File: src/verilog/dng_nmi_map.vh
// register map, field positions and scan timing for the display interrupt generator
`ifndef DNG_NMI_MAP_VH
`define DNG_NMI_MAP_VH

// apb byte addresses
`define DNG_ADDR_ENABLE    8'h00
`define DNG_ADDR_STATUS    8'h04
`define DNG_ADDR_CLEAR     8'h08
`define DNG_ADDR_VSCROLL   8'h0C

// status field positions; the enable register takes frame from bit 7 and line from bit 6
`define DNG_BIT_RESET      5
`define DNG_BIT_FRAME      6
`define DNG_BIT_LINE       7

// display instruction fields
`define DNG_INS_LINE_IRQ   7
`define DNG_INS_JUMP_WAIT  6
`define DNG_INS_SCROLL     5
`define DNG_INS_MODE_BLANK 4'h0
`define DNG_INS_MODE_JUMP  4'h1

// scan timing, in display cycles within a line; the frame-end line in scan lines
`define DNG_CYC_SCROLL_DLI 7'h05
`define DNG_CYC_STATUS     7'h07
`define DNG_CYC_FIRE       7'h08
`define DNG_CYC_FIRE_LATE  7'h09
`define DNG_CYC_LINE_END   7'h6C
`define DNG_LINE_VBLANK    9'h0F8

// reset values
`define DNG_ENABLE_RST     2'h0
`define DNG_STATUS_RST     3'h0
`define DNG_VSCROLL_RST    4'h0
`define DNG_ROW_RST        4'h0

`endif

File: src/verilog/dng_nmi_pulse.v
// stretches a one-cycle fire request into an active-low interrupt line pulse
`timescale 1ns/1ns

module dng_nmi_pulse
#(
	parameter WIDTH = 4	// cycles the line is held low
)
(
	input  wire clk,
	input  wire rst,
	input  wire fire,
	output reg  nmiN
);

	reg [7:0] holdCount;	// cycles of low level still to go

	// a new fire restarts the hold so back-to-back events never merge early
	always @(posedge clk or posedge rst)
	begin
		if (rst)
		begin
			holdCount <= 8'h00;
			nmiN      <= 1'b1;
		end
		else if (fire)
		begin
			holdCount <= WIDTH[7:0] - 8'h01;
			nmiN      <= 1'b0;
		end
		else if (holdCount != 8'h00)
		begin
			holdCount <= holdCount - 8'h01;
			nmiN      <= 1'b0;
		end
		else
			nmiN <= 1'b1;
	end

endmodule

File: src/verilog/dng_nmi_gen.v
// display-list driven non-maskable interrupt generator with apb registers
`timescale 1ns/1ns
`include "dng_nmi_map.vh"

module dng_nmi_gen
#(
	parameter NMI_WIDTH = 4	// cycles the interrupt line stays low
)
(
	input  wire        clk,
	input  wire        rst,
	// apb slave
	input  wire        psel,
	input  wire        penable,
	input  wire        pwrite,
	input  wire [7:0]  paddr,
	input  wire [31:0] pwdata,
	output reg  [31:0] prdata,
	output wire        pready,
	output wire        pslverr,
	// display timing
	input  wire [6:0]  hPos,
	input  wire [8:0]  vPos,
	input  wire        modeLoad,
	input  wire [7:0]  displayInstruction,
	input  wire [3:0]  modeRows,
	// host and system
	input  wire        irqAckBusy,
	input  wire        resetButton,
	output reg         modeLineEnd,
	output reg  [3:0]  rowCount,
	output wire        nmiN
);

	// registers
	reg  [1:0] enableBits;	// [1] frame, [0] line
	reg  [2:0] status;	// [2] line, [1] frame, [0] reset
	reg  [3:0] verticalScrollRow;	// scroll register
	reg        curScroll;	// scroll bit of current mode line
	reg        scrollEnding;	// this mode line closes a scrolled region
	reg        lineIrqFlag;	// current instruction asks for line irq
	reg        waitJump;	// wait-for-frame jump in progress
	reg        lineDecided;	// line irq decided for this scan line
	reg        lineDue;	// line irq owed at cycle 8
	reg        frameDue;	// frame irq owed at cycle 8
	reg        resetDue;	// reset-button irq owed at cycle 8
	reg        enabledAt7;	// an enable bit was newly set at cycle 7
	reg        lateFire;	// fire postponed to cycle 9

	// apb decode
	wire       wrXfer;	// write taken at this edge
	wire       setupRd;	// read setup cycle
	wire       hitEnable;
	wire       hitStatus;
	wire       hitClear;
	wire       hitScroll;
	wire       mapped;
	reg  [1:0] next_enableBits;	// enable value including a write now
	reg  [3:0] next_verticalScrollRow;
	wire [3:0] endRow;	// row that closes this mode line, decide time
	wire [3:0] endRowLate;	// same with late scroll writes
	wire       lastAtDecide;
	wire       lastAtEnd;
	wire       fireNow;
	wire       fireLate;
	wire       fire;
	wire       clearWrite;
	wire       insBlank;
	wire       insScroll;

	assign hitEnable = (paddr == `DNG_ADDR_ENABLE);
	assign hitStatus = (paddr == `DNG_ADDR_STATUS);
	assign hitClear  = (paddr == `DNG_ADDR_CLEAR);
	assign hitScroll = (paddr == `DNG_ADDR_VSCROLL);
	assign mapped    = hitEnable | hitStatus | hitClear | hitScroll;

	// zero wait states: every access phase completes
	assign pready  = 1'b1;
	assign pslverr = psel & penable & ~mapped;
	assign wrXfer  = psel & penable & pwrite & mapped;
	assign setupRd = psel & ~penable & ~pwrite;
	assign clearWrite = wrXfer & hitClear;

	// values the registers take at this edge, used by deadlines
	always @*
	begin
		next_enableBits = enableBits;
		next_verticalScrollRow = verticalScrollRow;
		if (wrXfer & hitEnable)
			next_enableBits = {pwdata[`DNG_BIT_FRAME + 1], pwdata[`DNG_BIT_LINE - 1]};
		if (wrXfer & hitScroll)
			next_verticalScrollRow = pwdata[3:0];
	end

	// read data is captured in the setup cycle so it stands during access
	always @(posedge clk or posedge rst)
	begin
		if (rst)
			prdata <= 32'h00000000;
		else if (setupRd)
		begin
			if (paddr == `DNG_ADDR_STATUS)
				prdata <= {24'h000000, status, 5'h00};
			else if (paddr == `DNG_ADDR_VSCROLL)
				prdata <= {28'h0000000, verticalScrollRow};
			else
				prdata <= 32'h00000000;	// write-only and unmapped read zero
		end
	end

	// software-written control
	always @(posedge clk or posedge rst)
	begin
		if (rst)
		begin
			enableBits        <= `DNG_ENABLE_RST;
			verticalScrollRow <= `DNG_VSCROLL_RST;
		end
		else
		begin
			enableBits        <= next_enableBits;
			verticalScrollRow <= next_verticalScrollRow;
		end
	end

	// instruction decode: blank lines reuse the scroll bit as a count
	assign insBlank  = (displayInstruction[3:0] == `DNG_INS_MODE_BLANK);
	assign insScroll = displayInstruction[`DNG_INS_SCROLL] & ~insBlank;

	// closing row: the scroll value when leaving a scrolled region
	assign endRow     = scrollEnding ? next_verticalScrollRow : modeRows;
	assign endRowLate = scrollEnding ? next_verticalScrollRow : modeRows;
	assign lastAtDecide = (rowCount == endRow);
	assign lastAtEnd    = (rowCount == endRowLate);

	// mode line tracking and row counter
	always @(posedge clk or posedge rst)
	begin
		if (rst)
		begin
			rowCount     <= `DNG_ROW_RST;
			curScroll    <= 1'b0;
			scrollEnding <= 1'b0;
			lineIrqFlag  <= 1'b0;
			waitJump     <= 1'b0;
			modeLineEnd  <= 1'b0;
		end
		else if (modeLoad)
		begin
			// entering a scrolled region starts mid-way
			rowCount     <= (insScroll & ~curScroll) ? next_verticalScrollRow : `DNG_ROW_RST;
			curScroll    <= insScroll;
			scrollEnding <= curScroll & ~insScroll;
			lineIrqFlag  <= displayInstruction[`DNG_INS_LINE_IRQ];
			waitJump     <= (displayInstruction[3:0] == `DNG_INS_MODE_JUMP) &
			                displayInstruction[`DNG_INS_JUMP_WAIT];
			modeLineEnd  <= 1'b0;
		end
		else
		begin
			if (vPos == `DNG_LINE_VBLANK)
				waitJump <= 1'b0;
			if (hPos == `DNG_CYC_LINE_END)
			begin
				// height follows the scroll value even after the irq deadline
				modeLineEnd <= lastAtEnd & ~waitJump;
				if (!lastAtEnd)
					rowCount <= rowCount + 4'h1;
			end
		end
	end

	// line irq decision made early, frozen until it is cleared at cycle 9
	// a finished mode line with no new instruction yet must not fire again
	always @(posedge clk or posedge rst)
	begin
		if (rst)
			lineDecided <= 1'b0;
		else if (hPos == `DNG_CYC_SCROLL_DLI)
			lineDecided <= lineIrqFlag & ~modeLineEnd & (waitJump | lastAtDecide) &
			               (vPos < `DNG_LINE_VBLANK);
		else if (hPos == `DNG_CYC_FIRE_LATE)
			lineDecided <= 1'b0;
	end

	// status flags: hardware set wins over a concurrent clear
	always @(posedge clk or posedge rst)
	begin
		if (rst)
			status <= `DNG_STATUS_RST;
		else
		begin
			if (clearWrite)
				status <= `DNG_STATUS_RST;
			if (hPos == `DNG_CYC_STATUS && vPos == `DNG_LINE_VBLANK)
			begin
				status[1] <= 1'b1;
				status[2] <= 1'b0;
			end
			else if (hPos == `DNG_CYC_STATUS && lineDecided)
			begin
				status[2] <= 1'b1;
				status[1] <= 1'b0;
			end
			if (resetButton)
				status[0] <= 1'b1;
		end
	end

	// owed interrupts live apart from status so a clear cannot cancel them
	always @(posedge clk or posedge rst)
	begin
		if (rst)
		begin
			lineDue  <= 1'b0;
			frameDue <= 1'b0;
			resetDue <= 1'b0;
		end
		else
		begin
			if (hPos == `DNG_CYC_STATUS)
			begin
				frameDue <= (vPos == `DNG_LINE_VBLANK);
				lineDue  <= lineDecided & (vPos != `DNG_LINE_VBLANK);
			end
			else if (hPos == `DNG_CYC_FIRE_LATE)
			begin
				frameDue <= 1'b0;
				lineDue  <= 1'b0;
			end
			if (resetButton)
				resetDue <= 1'b1;
			else if (hPos == `DNG_CYC_FIRE)
				resetDue <= 1'b0;
		end
	end

	// a bit newly set by a write landing in cycle 7 pushes a frame or line fire out to cycle 9 and drops a reset fire
	always @(posedge clk or posedge rst)
	begin
		if (rst)
			enabledAt7 <= 1'b0;
		else if (hPos == `DNG_CYC_STATUS)
			enabledAt7 <= wrXfer & hitEnable &
			              ((next_enableBits & ~enableBits) != 2'h0);
		else if (hPos == `DNG_CYC_FIRE_LATE)
			enabledAt7 <= 1'b0;
	end

	// fire at cycle 8; the enable seen includes a disable written in cycle 8
	assign fireNow = (hPos == `DNG_CYC_FIRE) & ~enabledAt7 &
	                 ((frameDue & next_enableBits[1]) |
	                  (lineDue & next_enableBits[0]) | resetDue);

	assign fireLate = lateFire &
	                  ((frameDue & next_enableBits[1]) |
	                   (lineDue & next_enableBits[0]));

	// delayed fire is armed at cycle 8 and used at cycle 9
	always @(posedge clk or posedge rst)
	begin
		if (rst)
			lateFire <= 1'b0;
		else
			lateFire <= (hPos == `DNG_CYC_FIRE) & enabledAt7;
	end

	// an irq acknowledge on the host swallows the pulse; status already kept
	assign fire = (fireNow | fireLate) & ~irqAckBusy;

	// interrupt line driver
	dng_nmi_pulse
	#(
		.WIDTH (NMI_WIDTH)
	)
	u_pulse
	(
		.clk  (clk),
		.rst  (rst),
		.fire (fire),
		.nmiN (nmiN)
	);

endmodule

File: config.mk
export PLATFORM = sky130hd
export DESIGN_NAME = dng_nmi_gen
export DESIGN_NICKNAME = d
export VERILOG_FILES = /design/src/verilog/dng_nmi_pulse.v /design/src/verilog/dng_nmi_gen.v
export VERILOG_INCLUDE_DIRS = /design/src /design/src/verilog
export SDC_FILE = /design/constraint.sdc
export NUM_CORES = 1
export LEC_CHECK = 0
export ABC_AREA = 1
export BUFFER_PORTS_ARGS = -buffer_cell sky130_fd_sc_hd__buf_2
export CAP_MARGIN = 10
export CORE_ASPECT_RATIO = 0.8
export CORE_MARGIN = 2
export CORE_UTILIZATION = 45
export CTS_BUF_LIST = sky130_fd_sc_hd__clkbuf_2 sky130_fd_sc_hd__clkbuf_4 sky130_fd_sc_hd__clkbuf_8
export DETAILED_ROUTE_END_ITERATION = 8
export HOLD_SLACK_MARGIN = 0.1
export PLACE_DENSITY_LB_ADDON = 0.25
export SYNTH_ARGS = -nofsm -noshare
export SYNTH_HDL_FRONTEND = slang
export SYNTH_SLANG_ARGS = --single-unit
File: constraint.sdc
create_clock -name clk -period 4.2 [get_ports clk]
set_input_delay 0.42 -clock clk [delete_from_list [all_inputs] [get_ports clk]]
set_output_delay 0.42 -clock clk [all_outputs]
set_load 0.02 [all_outputs]
==> results.json <==
{
  "status": "complete, no violations",
  "core_area_um2": 5405,
  "drt_wl_total_mm": 4.966,
  "dieArea_um2": 6195,
  "r2r_slack_ns": 2.60,
  "ys_seq_area_frac": 0.3993,
  "io_buffer_count": 62,
  "cp-start-kind": "input port",
  "m1WireLength_mm": 2.493,
  "grt_pass1_wl_mm": 8.176,
  "cts_made_buffers": 5,
  "dp.cells": 454,
  "cts.sinks": 40,
  "end_kind": "flip-flop",
  "finish.utilization": 0.5380,
  "dp_hpwl_mm": 3.959,
  "drt_iter0_markers": 101,
  "r2r_start": "u_pulse.holdCount[0]",
  "cp_common_cell": "nand2_1",
  "worst_pin_slew_ns": 0.7056,
  "path_class": "in -> reg",
  "finalClockSkew_ns": 0.009261,
  "clk-insertion-delay-late_ns": 0.30,
  "ioPinCount": 116,
  "slowest_delay_ns": 0.17,
  "yosys_warnings": 0,
  "r2r_end": "u_pulse.holdCount[6]",
  "gp_congestion": 0.8343,
  "diodes": 0,
  "fin_ws_ns": 2.594,
  "wire_per_inst_um": 10.75,
  "cts_setup_buffers": 0,
  "syn_to_final_growth_pct": 15.85,
  "p_per_area_nw_per_um2": 336.2,
  "ir_worst_vdd_mv": 0.1696,
  "fin_setup_tns_ns": 0,
  "groute.usage.overall": 0.1656,
  "postCtsHoldBufs": 0,
  "p_leak_nw": 1.635,
  "max_freq_mhz": 622.6,
  "route.vias.total": 2137,
  "drtPass1Iterations": 4,
  "clockBufferDepth": 2,
  "layout.nets": 474,
  "final_layout_size_suffix_gt1_frac": 0.2494,
  "maxCapViolations": 0,
  "routed.top_layer": "met4",
  "synth_top_area_frac": 0.3888,
  "htreeDepth": 2,
  "initial_core_util": 0.4644,
  "rsz0062_at_grt": "no",
  "slowest_stage": "nor2_2",
  "synthesis.instances": 330,
  "regArea_um2": 1002,
  "min_path_type": "in -> async",
  "synthTopCellsByArea": "dfrtp_1 39%, nand2_1 12%, buf_4 8.1%, inv_1 7.0%, nand3_1 6.2%",
  "met2_length_mm": 2.073,
  "worstPathArrival_ns": 1.85,
  "cts_root_buffer": "clkbuf_8",
  "final_common_cell": "nand2_1",
  "rr_worst_depth": 10,
  "preCtsSetupSlack_ns": 2.266,
  "ant_nets": 0,
  "path_max_fanout": 6,
  "finalMaxSlewViolations": 0,
  "crit_path_cell_trace": "buf_2 > nor2_1 > nand2_2 > inv_2 > nand3_4 > nand2_1 > nand3_1 > nand3_1 > nand2_1 > nor2_2 > nand3_4 > nand2_4 > nand2_1 > nand2_1",
  "cts_tree": "built",
  "maxSlewHeadroom": 0.5260,
  "grt_pass1_vias": 1861,
  "required_ns": 4.44,
  "fp.dieW_um": 87.50,
  "cts.repair.resized": 0,
  "finalHoldViolations": 0,
  "grt_max_degree": 41,
  "placed_cell_area_um2": 2793,
  "period_share": 0.3824,
  "mostFrequentLayoutCells": "78 x nand2_1, 62 x buf_2, 47 x inv_1",
  "std_cell_rows": 24,
  "via_per_inst": 4.626,
  "drc_errors": 0,
  "synth_top_area_cell": "dfrtp_1",
  "syn_area_um2": 2510,
  "synth_cell_types": 37,
  "synth-seq-cells": 40,
  "avgSynthCellArea_um2": 7.606,
  "grt-ovfl-total": 0,
  "fin_crit_ns": 1.606,
  "instances_no_fill": 462,
  "multi_input_area_um2": 1204,
  "antenna_found_initial": 0,
  "n_fill_cell": 549,
  "wl_met3_um": 347,
  "finalInstanceArea_um2": 2908,
  "die_h_um": 70.80,
  "finalSetupViolations": 0,
  "clk_pin_slew_ns": 0.08
}
## worst max-delay path: cells and delay by family
family | cells | cell delay [ns]
buffers and inverters | 2 | 0.23
and+or+nand+nor | 12 | 1.18
## logic make-up (layout without fill, tap and decap cells)
group / after synthesis / count (layout) / share of synthesized area
XOR/XNOR: 7 / 7 / 0.02443
adder cells (fa/ha/maj): 2 / 2 / 0.009968
other: 2 / 26 / 0.002992
buffers and inverters: 78 / 121 / 0.1570
AO/OA/AOI/OAI: 26 / 26 / 0.06032
flip-flops: 40 / 40 / 0.3993
AND/OR/NAND/NOR: 175 / 175 / 0.3460
## cells in the mapped netlist
| cell type | instances |
|---|---|
| ha_1 | 2 |
| nor2_8 | 1 |
| o32ai_1 | 1 |
| clkbuf_1 | 1 |
| nor4_1 | 2 |
| nand2_2 | 6 |
| o21ai_2 | 1 |
| a21oi_1 | 2 |
| nand3_2 | 4 |
| o211ai_1 | 1 |
| o22ai_1 | 1 |
| o21bai_1 | 1 |
| o21ai_1 | 3 |
| nor2_2 | 2 |
| nand2_4 | 2 |
| nand3b_1 | 2 |
| nand2_1 | 78 |
| dfrtp_1 | 39 |
| o31ai_1 | 2 |
| inv_2 | 3 |
| nand4_1 | 6 |
| a22oi_1 | 1 |
| nor3_1 | 8 |
| nand3_4 | 2 |
| or2_2 | 3 |
| buf_4 | 27 |
| nor2_4 | 2 |
| nor2_1 | 24 |
| nand3_1 | 31 |
| o21ai_0 | 13 |
| dfstp_2 | 1 |
| and2_1 | 1 |
| nor3_2 | 1 |
| conb_1 | 2 |
| xnor2_1 | 2 |
| inv_1 | 47 |
| xor2_1 | 5 |
## layer usage
| layer | vias up | global-route usage |
|---|---|---|
| li1 | 1118 | - |
| met1 | 936 | 0.2450 |
| met2 | 78 | 0.2424 |
| met3 | 5 | 0.03617 |
| met4 | 0 | 0.05128 |
| met5 | - | 0 |
## through the flow
step | hold slack (ns) | power, mW
finish | 0.2249 | 0.9777
global placement | 0.4589 | 0.6528
floorplan | 0.4422 | 0.6175
CTS | 0.2467 | 0.9845
global route | 0.2855 | 1.031
detailed placement | 0.4632 | 0.6587
## flip-flops by register name, indices dropped and copies added, names as in the netlist
name and flops:
lineIrqFlag 1, waitJump 1, status 3, rowCount 4, resetDue 1, curScroll 1
modeLineEnd 1, lineDue 1, lineDecided 1, enableBits 2, u_pulse.holdCount 8, u_pulse.nmiN 1
verticalScrollRow 4, frameDue 1, prdata 7, lateFire 1, scrollEnding 1, enabledAt7 1
## worst max path at each step
| stage | end | cells after the start | slack (ns) | start |
|---|---|---|---|---|
| after floorplan | rowCount[0] | 12 | 2.58 | paddr[5] |
| after global placement | rowCount[3] | 13 | 2.31 | paddr[5] |
| after detailed placement | rowCount[2] | 14 | 2.27 | paddr[5] |
| after CTS | rowCount[2] | 14 | 2.58 | paddr[5] |
| after global routing | rowCount[0] | 14 | 2.41 | paddr[0] |
| final | rowCount[0] | 14 | 2.59 | paddr[5] |
## final cells by class
cell class	instances	share of cell area
flip-flops and latches	40	0.3447
inverters	50	0.06454
well taps	65	0.02797
repair buffers	63	0.1093
clock inverters	3	0.01592
multi-input cells	236	0.4139
clock buffers	5	0.02367
## report_power, final
part	internal [mW]	switching, mW
logic	0.0738	0.128
registers	0.419	0.0293
clock network	0.179	0.149
total	0.672	0.306
Note: power is estimated with default switching activity, not from simulation.
